### src/cms_pkg.sv
/*
 * cms_pkg: shared constants and carriers for the CAN mode and status block.
 * Assumes a 20 MHz system clock and a word-wide Avalon-MM slave port.
 */
package cms_pkg;

	// ----------------------------------------------------------------
	// register map (printed offsets are word indices)
	// ----------------------------------------------------------------
	localparam logic [31:0] CMS_CTRL_IDX   = 32'h0080_1000;	// mode control word
	localparam logic [31:0] CMS_STAT_IDX   = 32'h0080_1002;	// controller_status
	localparam logic [31:0] CMS_BTIM_IDX   = 32'h0080_1008;	// clocks per bit, minus one

	// control fields, bit 0 is the lsb as in the status word
	localparam int CMS_C_RBO  = 11;	// bus_off_recovery_request (self clearing)
	localparam int CMS_C_FORCED_RESET_REQUEST = 4;	// forced_reset_request
	localparam int CMS_C_BCM  = 3;	// dual_buffer_mode_enable
	localparam int CMS_C_LBM  = 1;	// loopback_enable
	localparam int CMS_C_RST  = 0;	// protocol reset request
	localparam logic [15:0] CMS_CTRL_RST = 16'h0011;	// both resets requested

	// status fields
	localparam int CMS_S_BOS = 14;	// bus_off_flag
	localparam int CMS_S_EPS = 13;	// error_passive_flag
	localparam int CMS_S_CBS = 12;	// bus_error_flag
	localparam int CMS_S_BCS = 11;	// dual_buffer_status_flag
	localparam int CMS_S_LBS = 9;	// loopback_status_flag
	localparam int CMS_S_CRS = 8;	// reset_status_flag
	localparam int CMS_S_RSB = 7;	// receiving_flag
	localparam int CMS_S_TSB = 6;	// transmitting_flag
	localparam int CMS_S_RSC = 5;	// receive_complete_flag
	localparam int CMS_S_TSC = 4;	// transmit_complete_flag
	localparam logic [15:0] CMS_STAT_RST = 16'h0100;	// only reset status set

	// ----------------------------------------------------------------
	// protocol figures and timing
	// ----------------------------------------------------------------
	localparam int CMS_IDLE_BITS   = 11;	// recessive run that marks bus idle
	localparam int CMS_BOFF_RUNS   = 128;	// idle runs to leave bus-off
	localparam int CMS_TEC_BOFF    = 255;	// bus-off above this count
	localparam int CMS_EC_PASSIVE  = 127;	// error passive above this count
	localparam int CMS_FORCED_RESET_REQUEST_MAX    = 5;	// clocks allowed for forced reset
	localparam int CMS_CLK_HZ      = 20_000_000;	// system clock
	localparam int CMS_BITRATE     = 1_000_000;	// default bus rate
	localparam logic [15:0] CMS_BTIM_RST = 16'(CMS_CLK_HZ / CMS_BITRATE - 1);

	// ----------------------------------------------------------------
	// carriers
	// ----------------------------------------------------------------
	typedef struct packed {
		logic       tx_done;	// frame sent normally (pulse)
		logic       rx_done;	// frame received normally (pulse)
		logic       self_rx;	// tx_done frame was taken back in loopback
		logic       stored;	// rx_done frame landed in a slot
		logic       err;	// bus error detected (pulse)
		logic [3:0] tx_slot;	// slot that sent
		logic [3:0] rx_slot;	// slot that stored
	} cms_evt_s;

	typedef struct packed {
		logic attached;	// engine on the bus; may drive and ack except while bus-off
		logic engine_rst;	// hold protocol engine in reset
		logic ts_run;	// timestamp counter may count
		logic cnt_clear;	// zero timestamp and error counters (pulse)
		logic accept_own;	// own frame may be received
		logic ack_inhibit;	// do not ack own frame
	} cms_ctl_s;

	typedef enum logic [2:0] {
		CMS_ST_RESET,	// engine held in reset
		CMS_ST_CRS_WAIT,	// up to one bit time, to the next bit tick, before reset status clears
		CMS_ST_ATTACH,	// waiting for idle run to join the bus
		CMS_ST_ON_BUS,	// communicating
		CMS_ST_DRAIN,	// reset requested, finishing sends
		CMS_ST_BUS_OFF	// bus-off, counting idle runs
	} cms_state_e;

endpackage

### src/cms_ctrl.sv
/*
 * cms_ctrl: mode control and status reporting of a CAN controller.
 * Assumes a protocol engine beside it that reports events and role,
 * error counts and its transmit level, all synchronous to clk.
 */
// Added by the designer: the Avalon-MM interface to the registers.
`timescale 1ns/1ps
module cms_ctrl #(
	parameter int SLOT_W = 4	// slot number width
) (
	input  wire logic                clk,	// 20 MHz system clock
	input  wire logic                rst_n,	// async reset, active low
	// avalon-mm slave
	input  wire logic [31:0]         avs_address,	// byte address
	input  wire logic                avs_read,	// read request
	input  wire logic                avs_write,	// write request
	input  wire logic [3:0]          avs_byteenable,	// byte lanes
	input  wire logic [31:0]         avs_writedata,	// write data
	output logic      [31:0]         avs_readdata,	// read data
	output logic                     avs_waitrequest,	// stall
	// protocol engine side
	input  wire cms_pkg::cms_evt_s   evt,	// engine events
	input  wire logic                eng_rx_role,	// acting as receiver
	input  wire logic                eng_tx_role,	// acting as transmitter
	input  wire logic                tx_pending,	// some slot holds a send
	input  wire logic                slots_dual_rx,	// slots 14,15 set for data rx
	input  wire logic [8:0]          tec,	// transmit error count
	input  wire logic [7:0]          rec,	// receive error count
	input  wire logic                eng_tx_bit,	// engine transmit level
	input  wire logic                can_rx,	// bus level, 1 recessive
	output logic                     can_tx,	// bus drive, 1 recessive
	output cms_pkg::cms_ctl_s        ctl	// mode controls to engine
);
	import cms_pkg::*;

	// ----------------------------------------------------------------
	// declarations
	// ----------------------------------------------------------------
	logic [15:0]  ctrl_q;	// control word
	logic [15:0]  btim_q;	// clocks per bit minus one
	logic [15:0]  stat;	// assembled status word
	logic         ack_q;	// bus answer cycle
	logic         wr_ctrl;	// control write this edge
	logic         wr_btim;	// bit time write this edge
	logic [15:0]  bcnt_q;	// bit period counter
	logic         bit_tick;	// one pulse per bit time
	logic [3:0]   run_q;	// recessive run length
	logic         idle_ev;	// eleven recessive bits seen
	logic [7:0]   boff_runs_q;	// idle runs during bus-off
	logic         clr_q;	// counter clear pulse
	cms_state_e   st_q;	// mode state
	cms_state_e   st_d;	// next mode state
	logic         bos_q, eps_q, cbs_q, rsb_q, tsb_q, rsc_q, tsc_q;	// flags
	logic [SLOT_W-1:0] msn_q;	// last finished slot
	logic         rst_req, forced_reset_request_req, lb_en, bcm_en, rbo_req;	// control fields

	// decode a byte address to a register, used for reads and writes
	function automatic logic hit(input logic [31:0] a, input logic [31:0] idx);
		return a == {idx[29:0], 2'b00};
	endfunction

	assign rst_req  = ctrl_q[CMS_C_RST];
	assign forced_reset_request_req = ctrl_q[CMS_C_FORCED_RESET_REQUEST];
	assign lb_en    = ctrl_q[CMS_C_LBM];
	assign bcm_en   = ctrl_q[CMS_C_BCM];
	assign rbo_req  = ctrl_q[CMS_C_RBO];

	// ----------------------------------------------------------------
	// avalon slave: one wait cycle, then answer
	// ----------------------------------------------------------------
	// waitrequest drops in the second cycle of every access
	assign avs_waitrequest = (avs_read | avs_write) & ~ack_q;
	assign wr_ctrl = avs_write & ack_q & hit(avs_address, CMS_CTRL_IDX);
	assign wr_btim = avs_write & ack_q & hit(avs_address, CMS_BTIM_IDX);

	// answer strobe, cleared after each completed access
	always_ff @(posedge clk or negedge rst_n) begin
		if (!rst_n) begin
			ack_q <= 1'b0;
		end else begin
			ack_q <= (avs_read | avs_write) & ~ack_q;
		end
	end

	// read data captured as the answer cycle starts; unmapped reads zero
	always_ff @(posedge clk or negedge rst_n) begin
		if (!rst_n) begin
			avs_readdata <= 32'h0000_0000;
		end else if (avs_read && !ack_q) begin
			if (hit(avs_address, CMS_STAT_IDX)) begin
				avs_readdata <= {16'h0000, stat};
			end else if (hit(avs_address, CMS_CTRL_IDX)) begin
				avs_readdata <= {16'h0000, ctrl_q};
			end else if (hit(avs_address, CMS_BTIM_IDX)) begin
				avs_readdata <= {16'h0000, btim_q};
			end else begin
				avs_readdata <= 32'h0000_0000;
			end
		end
	end

	// control word; status has no write path at all
	always_ff @(posedge clk or negedge rst_n) begin
		if (!rst_n) begin
			ctrl_q <= CMS_CTRL_RST;
		end else begin
			for (int b = 0; b < 2; b++) begin
				if (wr_ctrl && avs_byteenable[b]) begin
					ctrl_q[b*8 +: 8] <= avs_writedata[b*8 +: 8];
				end
			end
			// recovery request clears itself the clock after it is written; it sits in the upper lane
			if (rbo_req && !(wr_ctrl && avs_byteenable[1])) begin
				ctrl_q[CMS_C_RBO] <= 1'b0;
			end
		end
	end

	// bit time; software should change it only while in reset
	always_ff @(posedge clk or negedge rst_n) begin
		if (!rst_n) begin
			btim_q <= CMS_BTIM_RST;
		end else begin
			for (int b = 0; b < 2; b++) begin
				if (wr_btim && avs_byteenable[b]) begin
					btim_q[b*8 +: 8] <= avs_writedata[b*8 +: 8];
				end
			end
		end
	end

	// ----------------------------------------------------------------
	// bit timing and idle detection
	// ----------------------------------------------------------------
	// free running bit period; the engine does its own fine sync
	always_ff @(posedge clk or negedge rst_n) begin
		if (!rst_n) begin
			bcnt_q <= 16'h0000;
		end else if (bcnt_q >= btim_q) begin
			bcnt_q <= 16'h0000;
		end else begin
			bcnt_q <= bcnt_q + 16'h0001;
		end
	end
	assign bit_tick = (bcnt_q >= btim_q);

	// recessive run; restarts after a full run and on every mode change, so an old run never attaches
	always_ff @(posedge clk or negedge rst_n) begin
		if (!rst_n) begin
			run_q <= 4'h0;
		end else if (bit_tick || st_d != st_q) begin
			if (!can_rx || idle_ev || st_d != st_q) begin
				run_q <= 4'h0;
			end else begin
				run_q <= run_q + 4'h1;
			end
		end
	end
	assign idle_ev = bit_tick && can_rx && (run_q == 4'(CMS_IDLE_BITS - 1));

	// ----------------------------------------------------------------
	// mode state machine
	// ----------------------------------------------------------------
	always_comb begin
		st_d = st_q;
		unique case (st_q)
			CMS_ST_RESET: begin
				// leave only with both requests low
				if (!rst_req && !forced_reset_request_req) begin
					st_d = CMS_ST_CRS_WAIT;
				end
			end
			CMS_ST_CRS_WAIT: begin
				// up to one bit time, to the next bit tick, before reset status drops
				if (rst_req || forced_reset_request_req) begin
					st_d = CMS_ST_RESET;
				end else if (bit_tick) begin
					st_d = CMS_ST_ATTACH;
				end
			end
			CMS_ST_ATTACH: begin
				// join only after a full recessive run
				if (rst_req || forced_reset_request_req) begin
					st_d = CMS_ST_RESET;
				end else if (idle_ev) begin
					st_d = CMS_ST_ON_BUS;
				end
			end
			CMS_ST_ON_BUS: begin
				if (forced_reset_request_req) begin
					st_d = CMS_ST_RESET;
				end else if (tec > 9'(CMS_TEC_BOFF)) begin
					st_d = CMS_ST_BUS_OFF;
				end else if (rst_req) begin
					st_d = CMS_ST_DRAIN;
				end
			end
			CMS_ST_DRAIN: begin
				// pending sends go first, then an idle run
				if (forced_reset_request_req) begin
					st_d = CMS_ST_RESET;
				end else if (tec > 9'(CMS_TEC_BOFF)) begin
					st_d = CMS_ST_BUS_OFF;
				end else if (!tx_pending && idle_ev) begin
					st_d = CMS_ST_RESET;
				end
			end
			CMS_ST_BUS_OFF: begin
				// 128 idle runs, or forced exits
				if (forced_reset_request_req) begin
					st_d = CMS_ST_RESET;
				end else if (rbo_req) begin
					st_d = CMS_ST_ATTACH;
				end else if (idle_ev && boff_runs_q == 8'(CMS_BOFF_RUNS - 1)) begin
					st_d = rst_req ? CMS_ST_RESET : CMS_ST_ON_BUS;
				end
			end
		endcase
	end

	// forced reset lands in one clock, inside the five allowed
	always_ff @(posedge clk or negedge rst_n) begin
		if (!rst_n) begin
			st_q <= CMS_ST_RESET;
		end else begin
			st_q <= st_d;
		end
	end

	// idle runs counted only while bus-off
	always_ff @(posedge clk or negedge rst_n) begin
		if (!rst_n) begin
			boff_runs_q <= 8'h00;
		end else if (st_q != CMS_ST_BUS_OFF) begin
			boff_runs_q <= 8'h00;
		end else if (idle_ev) begin
			boff_runs_q <= boff_runs_q + 8'h01;
		end
	end

	// counters zeroed on entry to reset and on bus-off recovery
	always_ff @(posedge clk or negedge rst_n) begin
		if (!rst_n) begin
			clr_q <= 1'b0;
		end else begin
			clr_q <= (st_d == CMS_ST_RESET && st_q != CMS_ST_RESET) ||
				(st_q == CMS_ST_BUS_OFF && st_d != CMS_ST_BUS_OFF);
		end
	end

	// ----------------------------------------------------------------
	// engine controls and bus pin
	// ----------------------------------------------------------------
	always_comb begin
		ctl.attached    = (st_q == CMS_ST_ON_BUS) || (st_q == CMS_ST_DRAIN) ||
			(st_q == CMS_ST_BUS_OFF);
		ctl.engine_rst  = (st_q == CMS_ST_RESET) || (st_q == CMS_ST_CRS_WAIT);
		ctl.ts_run      = (st_q == CMS_ST_ON_BUS) || (st_q == CMS_ST_DRAIN);
		ctl.cnt_clear   = clr_q;
		ctl.accept_own  = lb_en;
		ctl.ack_inhibit = lb_en;
	end

	// detached node keeps the bus recessive
	assign can_tx = (ctl.attached && st_q != CMS_ST_BUS_OFF) ? eng_tx_bit : 1'b1;

	// ----------------------------------------------------------------
	// fault confinement flags
	// ----------------------------------------------------------------
	// bus-off follows the state, so any recovery path clears it
	always_ff @(posedge clk or negedge rst_n) begin
		if (!rst_n) begin
			bos_q <= 1'b0;
		end else begin
			bos_q <= (st_d == CMS_ST_BUS_OFF);
		end
	end

	// error passive only outside bus-off and reset
	always_ff @(posedge clk or negedge rst_n) begin
		if (!rst_n) begin
			eps_q <= 1'b0;
		end else begin
			eps_q <= ctl.attached && st_d != CMS_ST_BUS_OFF &&
				(tec > 9'(CMS_EC_PASSIVE) || rec > 8'(CMS_EC_PASSIVE));
		end
	end

	// bus error: the set wins over a completion in the same cycle
	always_ff @(posedge clk or negedge rst_n) begin
		if (!rst_n) begin
			cbs_q <= 1'b0;
		end else if (evt.err) begin
			cbs_q <= 1'b1;
		end else if (evt.tx_done || evt.rx_done) begin
			cbs_q <= 1'b0;
		end
	end

	// ----------------------------------------------------------------
	// role and completion flags
	// ----------------------------------------------------------------
	// roles are exclusive; both drop when the engine sits idle
	always_ff @(posedge clk or negedge rst_n) begin
		if (!rst_n) begin
			rsb_q <= 1'b0;
			tsb_q <= 1'b0;
		end else begin
			rsb_q <= ctl.attached && eng_rx_role && !eng_tx_role;
			tsb_q <= ctl.attached && eng_tx_role;
		end
	end

	// receive complete; a looped-back own frame does not count
	always_ff @(posedge clk or negedge rst_n) begin
		if (!rst_n) begin
			rsc_q <= 1'b0;
		end else if (evt.rx_done) begin
			rsc_q <= 1'b1;
		end else if (evt.tx_done) begin
			rsc_q <= 1'b0;
		end
	end

	// transmit complete; set wins over a same-cycle reception
	always_ff @(posedge clk or negedge rst_n) begin
		if (!rst_n) begin
			tsc_q <= 1'b0;
		end else if (evt.tx_done) begin
			tsc_q <= 1'b1;
		end else if (evt.rx_done) begin
			tsc_q <= 1'b0;
		end
	end

	// last finished slot; no software path clears it
	always_ff @(posedge clk or negedge rst_n) begin
		if (!rst_n) begin
			msn_q <= '0;
		end else if (evt.tx_done) begin
			msn_q <= evt.tx_slot;	// loopback reports the sender
		end else if (evt.rx_done && evt.stored) begin
			msn_q <= evt.rx_slot;
		end
	end

	// ----------------------------------------------------------------
	// status word; bits 15 and 10 stay zero
	// ----------------------------------------------------------------
	always_comb begin
		stat             = 16'h0000;
		stat[CMS_S_BOS]  = bos_q;
		stat[CMS_S_EPS]  = eps_q;
		stat[CMS_S_CBS]  = cbs_q;
		stat[CMS_S_BCS]  = bcm_en && slots_dual_rx;
		stat[CMS_S_LBS]  = lb_en;
		stat[CMS_S_CRS]  = ctl.engine_rst;
		stat[CMS_S_RSB]  = rsb_q;
		stat[CMS_S_TSB]  = tsb_q;
		stat[CMS_S_RSC]  = rsc_q;
		stat[CMS_S_TSC]  = tsc_q;
		stat[SLOT_W-1:0] = msn_q;
	end
endmodule // cms_ctrl

### config.mk
export PLATFORM = sky130hd
export DESIGN_NAME = cms_ctrl
export DESIGN_NICKNAME = d
export VERILOG_FILES = /design/src/cms_pkg.sv /design/src/cms_ctrl.sv
export SDC_FILE = /design/constraint.sdc
export NUM_CORES = 1
export LEC_CHECK = 0
export ABC_AREA = 1
export BUFFER_PORTS_ARGS = -buffer_cell sky130_fd_sc_hd__buf_2
export CAP_MARGIN = 40
export CORE_ASPECT_RATIO = 0.8
export CORE_MARGIN = 10
export CORE_UTILIZATION = 52
export DETAILED_ROUTE_END_ITERATION = 8
export GPL_TIMING_DRIVEN = 0
export PLACE_DENSITY = 0.84
export RECOVER_POWER = 100
export SLEW_MARGIN = 30
export SYNTH_ARGS = -nofsm -noshare
export SYNTH_HDL_FRONTEND = slang
export SYNTH_SLANG_ARGS = --single-unit
### constraint.sdc
create_clock -name clk -period 2.5 [get_ports clk]
set_input_delay 0.25 -clock clk [delete_from_list [all_inputs] [get_ports clk]]
set_output_delay 0.25 -clock clk [all_outputs]
set_load 0.01 [all_outputs]
# Yosys cells after proc, flatten, opt, wreduce, memory -nomap -nowiden
# Cells that the tools add are included.
totals:
  ff_bits: 108
  in_bits: 108
  output_inout_bits: 40
  wordCells: 127
classes:
  add_sub_neg: 3
  magnitude_cmp: 4
  n_eq_ne: 14
  muxes: 34
  bitwise: 6
  n_reduce_logical: 46
op_table:
  columns: ["op", "count"]
  rows:
  - ["== test 32 x 26 -> 1 bit, second input constant", 3]
  - ["2-to-1 mux 16 bit", 4]
  - ["2-to-1 mux 3 bit", 14]
  - ["logical AND 1 bit", 21]
  - ["one-hot mux 3 bit (6 select lines)", 1]
  - ["adder 16 x 1 -> 16 bit, second input constant", 1]
  - ["greater-or-equal comparator 16 bit", 1]
  - ["2-to-1 mux 4 bit", 4]
  - ["2-to-1 mux 8 bit", 2]
  - ["logical OR 1 bit", 10]
  - ["nonzero test 2 bit", 5]
  - ["== test 3 bit, second input constant", 3]
  - ["> comparator 9 x 7 -> 1 bit, second input constant", 1]
  - ["> comparator 9 x 8 -> 1 bit, second input constant", 1]
  - ["adder 8 x 1 -> 8 bit, second input constant", 1]
  - ["== test 8 x 7 -> 1 bit, second input constant", 1]
  - ["> comparator 8 x 7 -> 1 bit, second input constant", 1]
  - ["2-to-1 mux 1 bit", 8]
  - ["zero test 1 bit", 7]
  - ["== test 3 x 2 -> 1 bit, second input constant", 2]
  - ["zero test 3 bit", 2]
  - ["inequality test 3 bit, second input constant", 2]
  - ["adder 4 x 1 -> 4 bit, second input constant", 1]
  - ["AND 1 bit", 4]
  - ["7 further kinds", 7]

# Logic depth before layout (Yosys ltp)
depth:
  ltp_word: 11
  ltp_mapped: 21
  ltp_nobuf: 21

# Worst setup path after synthesis
# OpenSTA, ideal clock, no wires.
synth_path:
  path_type: "flip-flop to flip-flop"
  from: "register btim_q[1]"
  to: "register run_q[0]"
  setup_ns: 0.066
  t_arrival_ns: 2.160
  slack_ns: 0.274
  path_stages_with_launch: 21
  n_path_buf: 0
  synth_period_minus_slack_ns: 2.226
  cell_sequence: "dfstp_2 -> inv_1 -> ha_1 -> nand2_1 -> nor2_1 -> nor2_1 -> nand2_1 -> nand2_1 -> nand2_1 -> nand2_1 -> nand2_2 -> nand2_2 -> nor2_1 -> nor2_2 -> nand3_2 -> nor2_1 -> nor2_1 -> nand3_2 -> nor2_4 -> nand4_1 -> nand2_1"
synth_via:
  elab_chain_len: 11
  elab_cells_between_ends: 21
  classes_between: "order compare (1); eq/ne (1); mux (12); reduce/logical (7)"
synth_rtl:
  columns: ["item", "line", "rtl"]
  rows:
  - ["start: declaration", "cms_ctrl.sv:40", "logic [15:0] btim_q;"]
  - ["start signal: indexed assignment", "cms_ctrl.sv:126", "btim_q[b*8 +: 8] <= avs_writedata[b*8 +: 8];"]
  - ["greater-or-equal comparator 16 bit *", "cms_ctrl.sv:145", "assign bit_tick = (bcnt_q >= btim_q);"]
  - ["logical AND 1 bit (2 in series)", "cms_ctrl.sv:159", "assign idle_ev = bit_tick && can_rx && (run_q == 4'(CMS_IDLE_BITS - 1));"]
  - ["logical AND 1 bit, on equally long branches", "cms_ctrl.sv:214, cms_ctrl.sv:204", null]
  - ["2-to-1 mux 3 bit, on equally long branches", "cms_ctrl.sv:214, cms_ctrl.sv:204", null]
  - ["2-to-1 mux 3 bit, on equally long branches", "cms_ctrl.sv:212, cms_ctrl.sv:202", null]
  - ["2-to-1 mux 3 bit, on equally long branches", "cms_ctrl.sv:210, cms_ctrl.sv:200", null]
  - ["one-hot mux 3 bit (6 select lines)", "cms_ctrl.sv:166", "unique case (st_q)"]
  - ["inequality test 3 bit", "cms_ctrl.sv:151, cms_ctrl.sv:152", null]
  - ["logical OR 1 bit", "cms_ctrl.sv:152", "if (!can_rx || idle_ev || st_d != st_q) begin"]
  - ["2-to-1 mux 4 bit", "cms_ctrl.sv:152", null]
  - ["end signal: assignment", "cms_ctrl.sv:155", "run_q <= run_q + 4'h1;"]
  - ["end: declaration", "cms_ctrl.sv:47", "logic [3:0] run_q;"]
# Every way passes the cells marked *; elsewhere a longest branch is shown, timed or not.
# A chain may end at the register's enable or synchronous reset.

# Final worst setup path
# Ends and elaborated chain as after synthesis.

==> reports/metrics.yaml <==
timing:
  rsz0062_at_grt: "true"
  min_period_over_period: 0.985
  clock.fmax_mhz: 406
  slew_violations: 0
  maxSlewHeadroom: 0.276
  hold_viol: 0
  skew_ns: 0.00626
  finalCriticalPeriod_ns: 2.46
  finalWorstSetupSlack_ns: 0.0366
  finalSetupViolations: 0
  tightest_slew_ns: 1.09
finish:
  layout_common_cells: "nand2_1, dfrtp_1, inv_1, buf_2, o21ai_0"
  nets: 898
  fillerInstances: 710
  antenna_cells: 0
  syn2layout_area_growth_pct: 23.4
  layout-drive-gt1-share: 0.224
  final_cell_area_um2: 6170
  final_common_cell: "nand2_1"
clock_network:
  cts_tree: "done"
  clk_latency_ns: 0.34
  root_buffer: "clkbuf_16"
  clock_path_buffers: 2
  numCtsBuffers: 9
  clkSinkCount: 92
  cts-htree-levels: 3
  clkTransAtPathRegs_ns: 0.07
die:
  fp.coreArea_um2: 9230
  ios: 148
  start_util: 0.542
  rows: 31
  die_h_um: 108
  die_area_um2: 14000
  die_x_um: 130
route:
  via_per_inst: 5.43
  drtIter0Drc: 413
  vias: 4826
  wl_per_cell_um: 16.1
  dr.pass1.iters: 5
  ant_nets: 0
  drc: 0
  wirelength_um: 14300
synth:
  synthAdderAreaFrac: 0.0500
  yosys.area_share.simple: 0.252
  syn_avg_cell_area_um2: 7.84
  synth_top_family_by_area: "simple AND/OR/NAND/NOR gates"
  synth_compound_area_frac: 0.123
  synth_warnings: 0
  syn_area_um2: 5000
  ys_seq_area_frac: 0.461
  syn_inst: 638
  ys_types: 41
  ys_ff_latch: 92
  synthMuxAreaShare: 0
  synth-xor-area-share: 0.00350
critical_path:
  required_ns: 2.78
  cp_slowest_stage_delay_ns: 0.54
  worstRegToRegCells: 20
  crit_path_end_kind: "register"
  crit_type: "register to register"
  cp_top_family: "simple AND/OR/NAND/NOR gates"
  slowest_stage: "dfstp_2"
  worst-path-max-fanout: 8
  cp.buffers_inverters: 1
  cp.arrival_ns: 2.74
  cp.depth: 20
  start_kind: "register"
  crit_chain: "inv_2 > ha_4 > nand2_2 > nor2_2 > nor2_1 > nand2_1 > nand2_1 > nand2_2 > nand2_2 > nand2_4 > nand2_4 > nor2_4 > nor2_2 > nand3_2 > nor2_1 > nor2_1 > nand3_2 > nor2_4 > nand4_1 > nand2_1"
pwr:
  p_sw_frac: 0.311
  fin_total_pwr_uw: 4050
  powerDensity_nw_per_um2: 656
  pwr-share-clk: 0.358
  seq_power_share: 0.402
  peakVddDrop_v: 0.000462
  power_switching_uw: 1260
  internal_power_uw: 2790
  p_leak_uw: 0.00303
  comb_power_share: 0.240
place:
  port_buffers: 98
  hpwlAfterDp_um: 10900
  gp_congestion: 0.860
  postPlaceCellArea_um2: 5730
  pre_cts_ws_ns: -0.215
global_route:
  grt_overflow: 0
  grt.total_usage: 0.200
  grt_pass1_vias: 4744
  antenna_found_initial: 0
  grt_max_degree: 50
  grt_pass1_wl_um: 22700
min_path:
  hold_depth: 2
  worstHoldPathType: "input port to register"
run:
  cap_violations: 0
run_status:
  status: "completed"
-- timing repair --
action | in CTS | in global routing
pin swaps | 10 | 17
hold buffers | 1 | 0
endpoints found under the setup margin | 7 | 15
cloned | 0 | 0
resized for setup | 11 | 18
buffers inserted | 5 | 2
endpoints found under the hold margin | 43 | 0
-- state kept, by name (all words and copies together) (netlist names), 3 cells and up --
register,count
st_q,3
boff_runs_q,8
btim_q,16
run_q,4
bcnt_q,16
avs_readdata,16
ctrl_q,16
msn_q,4
-- area by class of cell --
class	instances	area, um2	area share
clock buffer	9	225	0.0365
inverter	94	355	0.0576
multi-input combinational	436	2320	0.377
tap	115	144	0.0233
clock inverter	6	90.1	0.0146
buffer	30	186	0.0302
timing repair buffer	107	537	0.0870
sequential	92	2310	0.374
-- worst reg2reg max path: stages (launching register included) --
cell     delay [ns]
dfstp_2        0.54
inv_2          0.06
ha_4           0.27
nand2_2        0.05
nor2_2         0.08
nor2_1         0.04
nand2_1        0.06
nand2_1        0.06
nand2_2        0.06
nand2_2        0.07
nand2_4        0.13
nand2_4        0.07
nor2_4         0.10
nor2_2         0.05
nand3_2        0.08
nor2_1         0.05
nor2_1         0.12
nand3_2        0.10
nor2_4         0.21
nand4_1        0.12
nand2_1        0.08
-- stage by stage --
step / hold slack [ns] / utilization / setup TNS [ns] / std cells
3_5_place_dp: 0.204 / 0.620 / -0.844 / 867
5_1_grt: 0.117 / 0.668 / -0.444 / 889
3_3_place_gp: 0.454 / 0.617 / -0.309 / 866
6_report: 0.119 / 0.668 / 0 / 889
4_1_cts: 0.115 / 0.664 / -0.0397 / 888
2_1_floorplan: -0.0456 / - / 0 / 653
-- layer usage --
| metal | GRT usage | wire length [um] |
|---|---|---|
| met4 | 0.0465 | 289 |
| met2 | 0.339 | 6700 |
| met1 | 0.249 | 5930 |
| met3 | 0.0556 | 1400 |
| met5 | 0 | 0 |
-- power by group through the flow --
stage	clock, uW	sequential (uW)	combinational (uW)
floorplan	0	1640	602
global placement	0	1650	877
detailed placement	0	1650	890
CTS	1450	1620	927
global route	1520	1630	1070
finish	1450	1630	973
-- worst paths after layout --
check                                      startpoint  slack (ns)                   end
worst max-delay path            btim_q[1]$_DFFE_PN1P_        0.04  run_q[0]$_DFFE_PN0P_
worst min-delay path                           evt[8]        0.12     cbs_q$_DFFE_PN0P_
worst max register to register  btim_q[1]$_DFFE_PN1P_        0.04  run_q[0]$_DFFE_PN0P_
worst min register to register      rsc_q$_DFFE_PN0P_        0.48     rsc_q$_DFFE_PN0P_
max in group asynchronous                       rst_n        0.49   bcnt_q[1]$_DFF_PN0_
min in group asynchronous                       rst_n        0.64  run_q[3]$_DFFE_PN0P_
-- cells in the mapped netlist (all sizes together) --
cell,n,area share
ha,20,0.050
nand4,7,0.012
a2bb2oi,2,0.0035
xor2,2,0.0035
a21oi,30,0.030
o21a,1,0.0015
nor4,9,0.011
a311oi,1,0.0018
o211ai,1,0.0025
nor3,23,0.026
a31oi,5,0.0063
nor3b,3,0.0045
nand2,156,0.12
dfrtp,87,0.44
nand3,30,0.033
a221oi,2,0.0035
clkinv,1,0.00075
nand3b,1,0.0015
or2,1,0.0013
nor2,53,0.042
dfstp,5,0.026
a31o,1,0.0018
buf,21,0.031
inv,93,0.070
a211oi,1,0.0015
o221ai,1,0.0018
conb,1,0.00075
o21ai,69,0.069
clkbuf,10,0.0075
or3b,1,0.0018
-- cells by family (layout without fill, tap and decap cells) --
| logic type | count (synthesis) | in the layout |
|---|---|---|
| adder cells (fa/ha/maj) | 20 | 20 |
| AO/OA/AOI/OAI | 114 | 114 |
| buffers and inverters | 125 | 246 |
| flip-flops | 92 | 92 |
| AND/OR/NAND/NOR | 284 | 284 |
| XOR/XNOR | 2 | 2 |
| other | 1 | 16 |
Note: power is estimated with default switching activity, not from simulation.
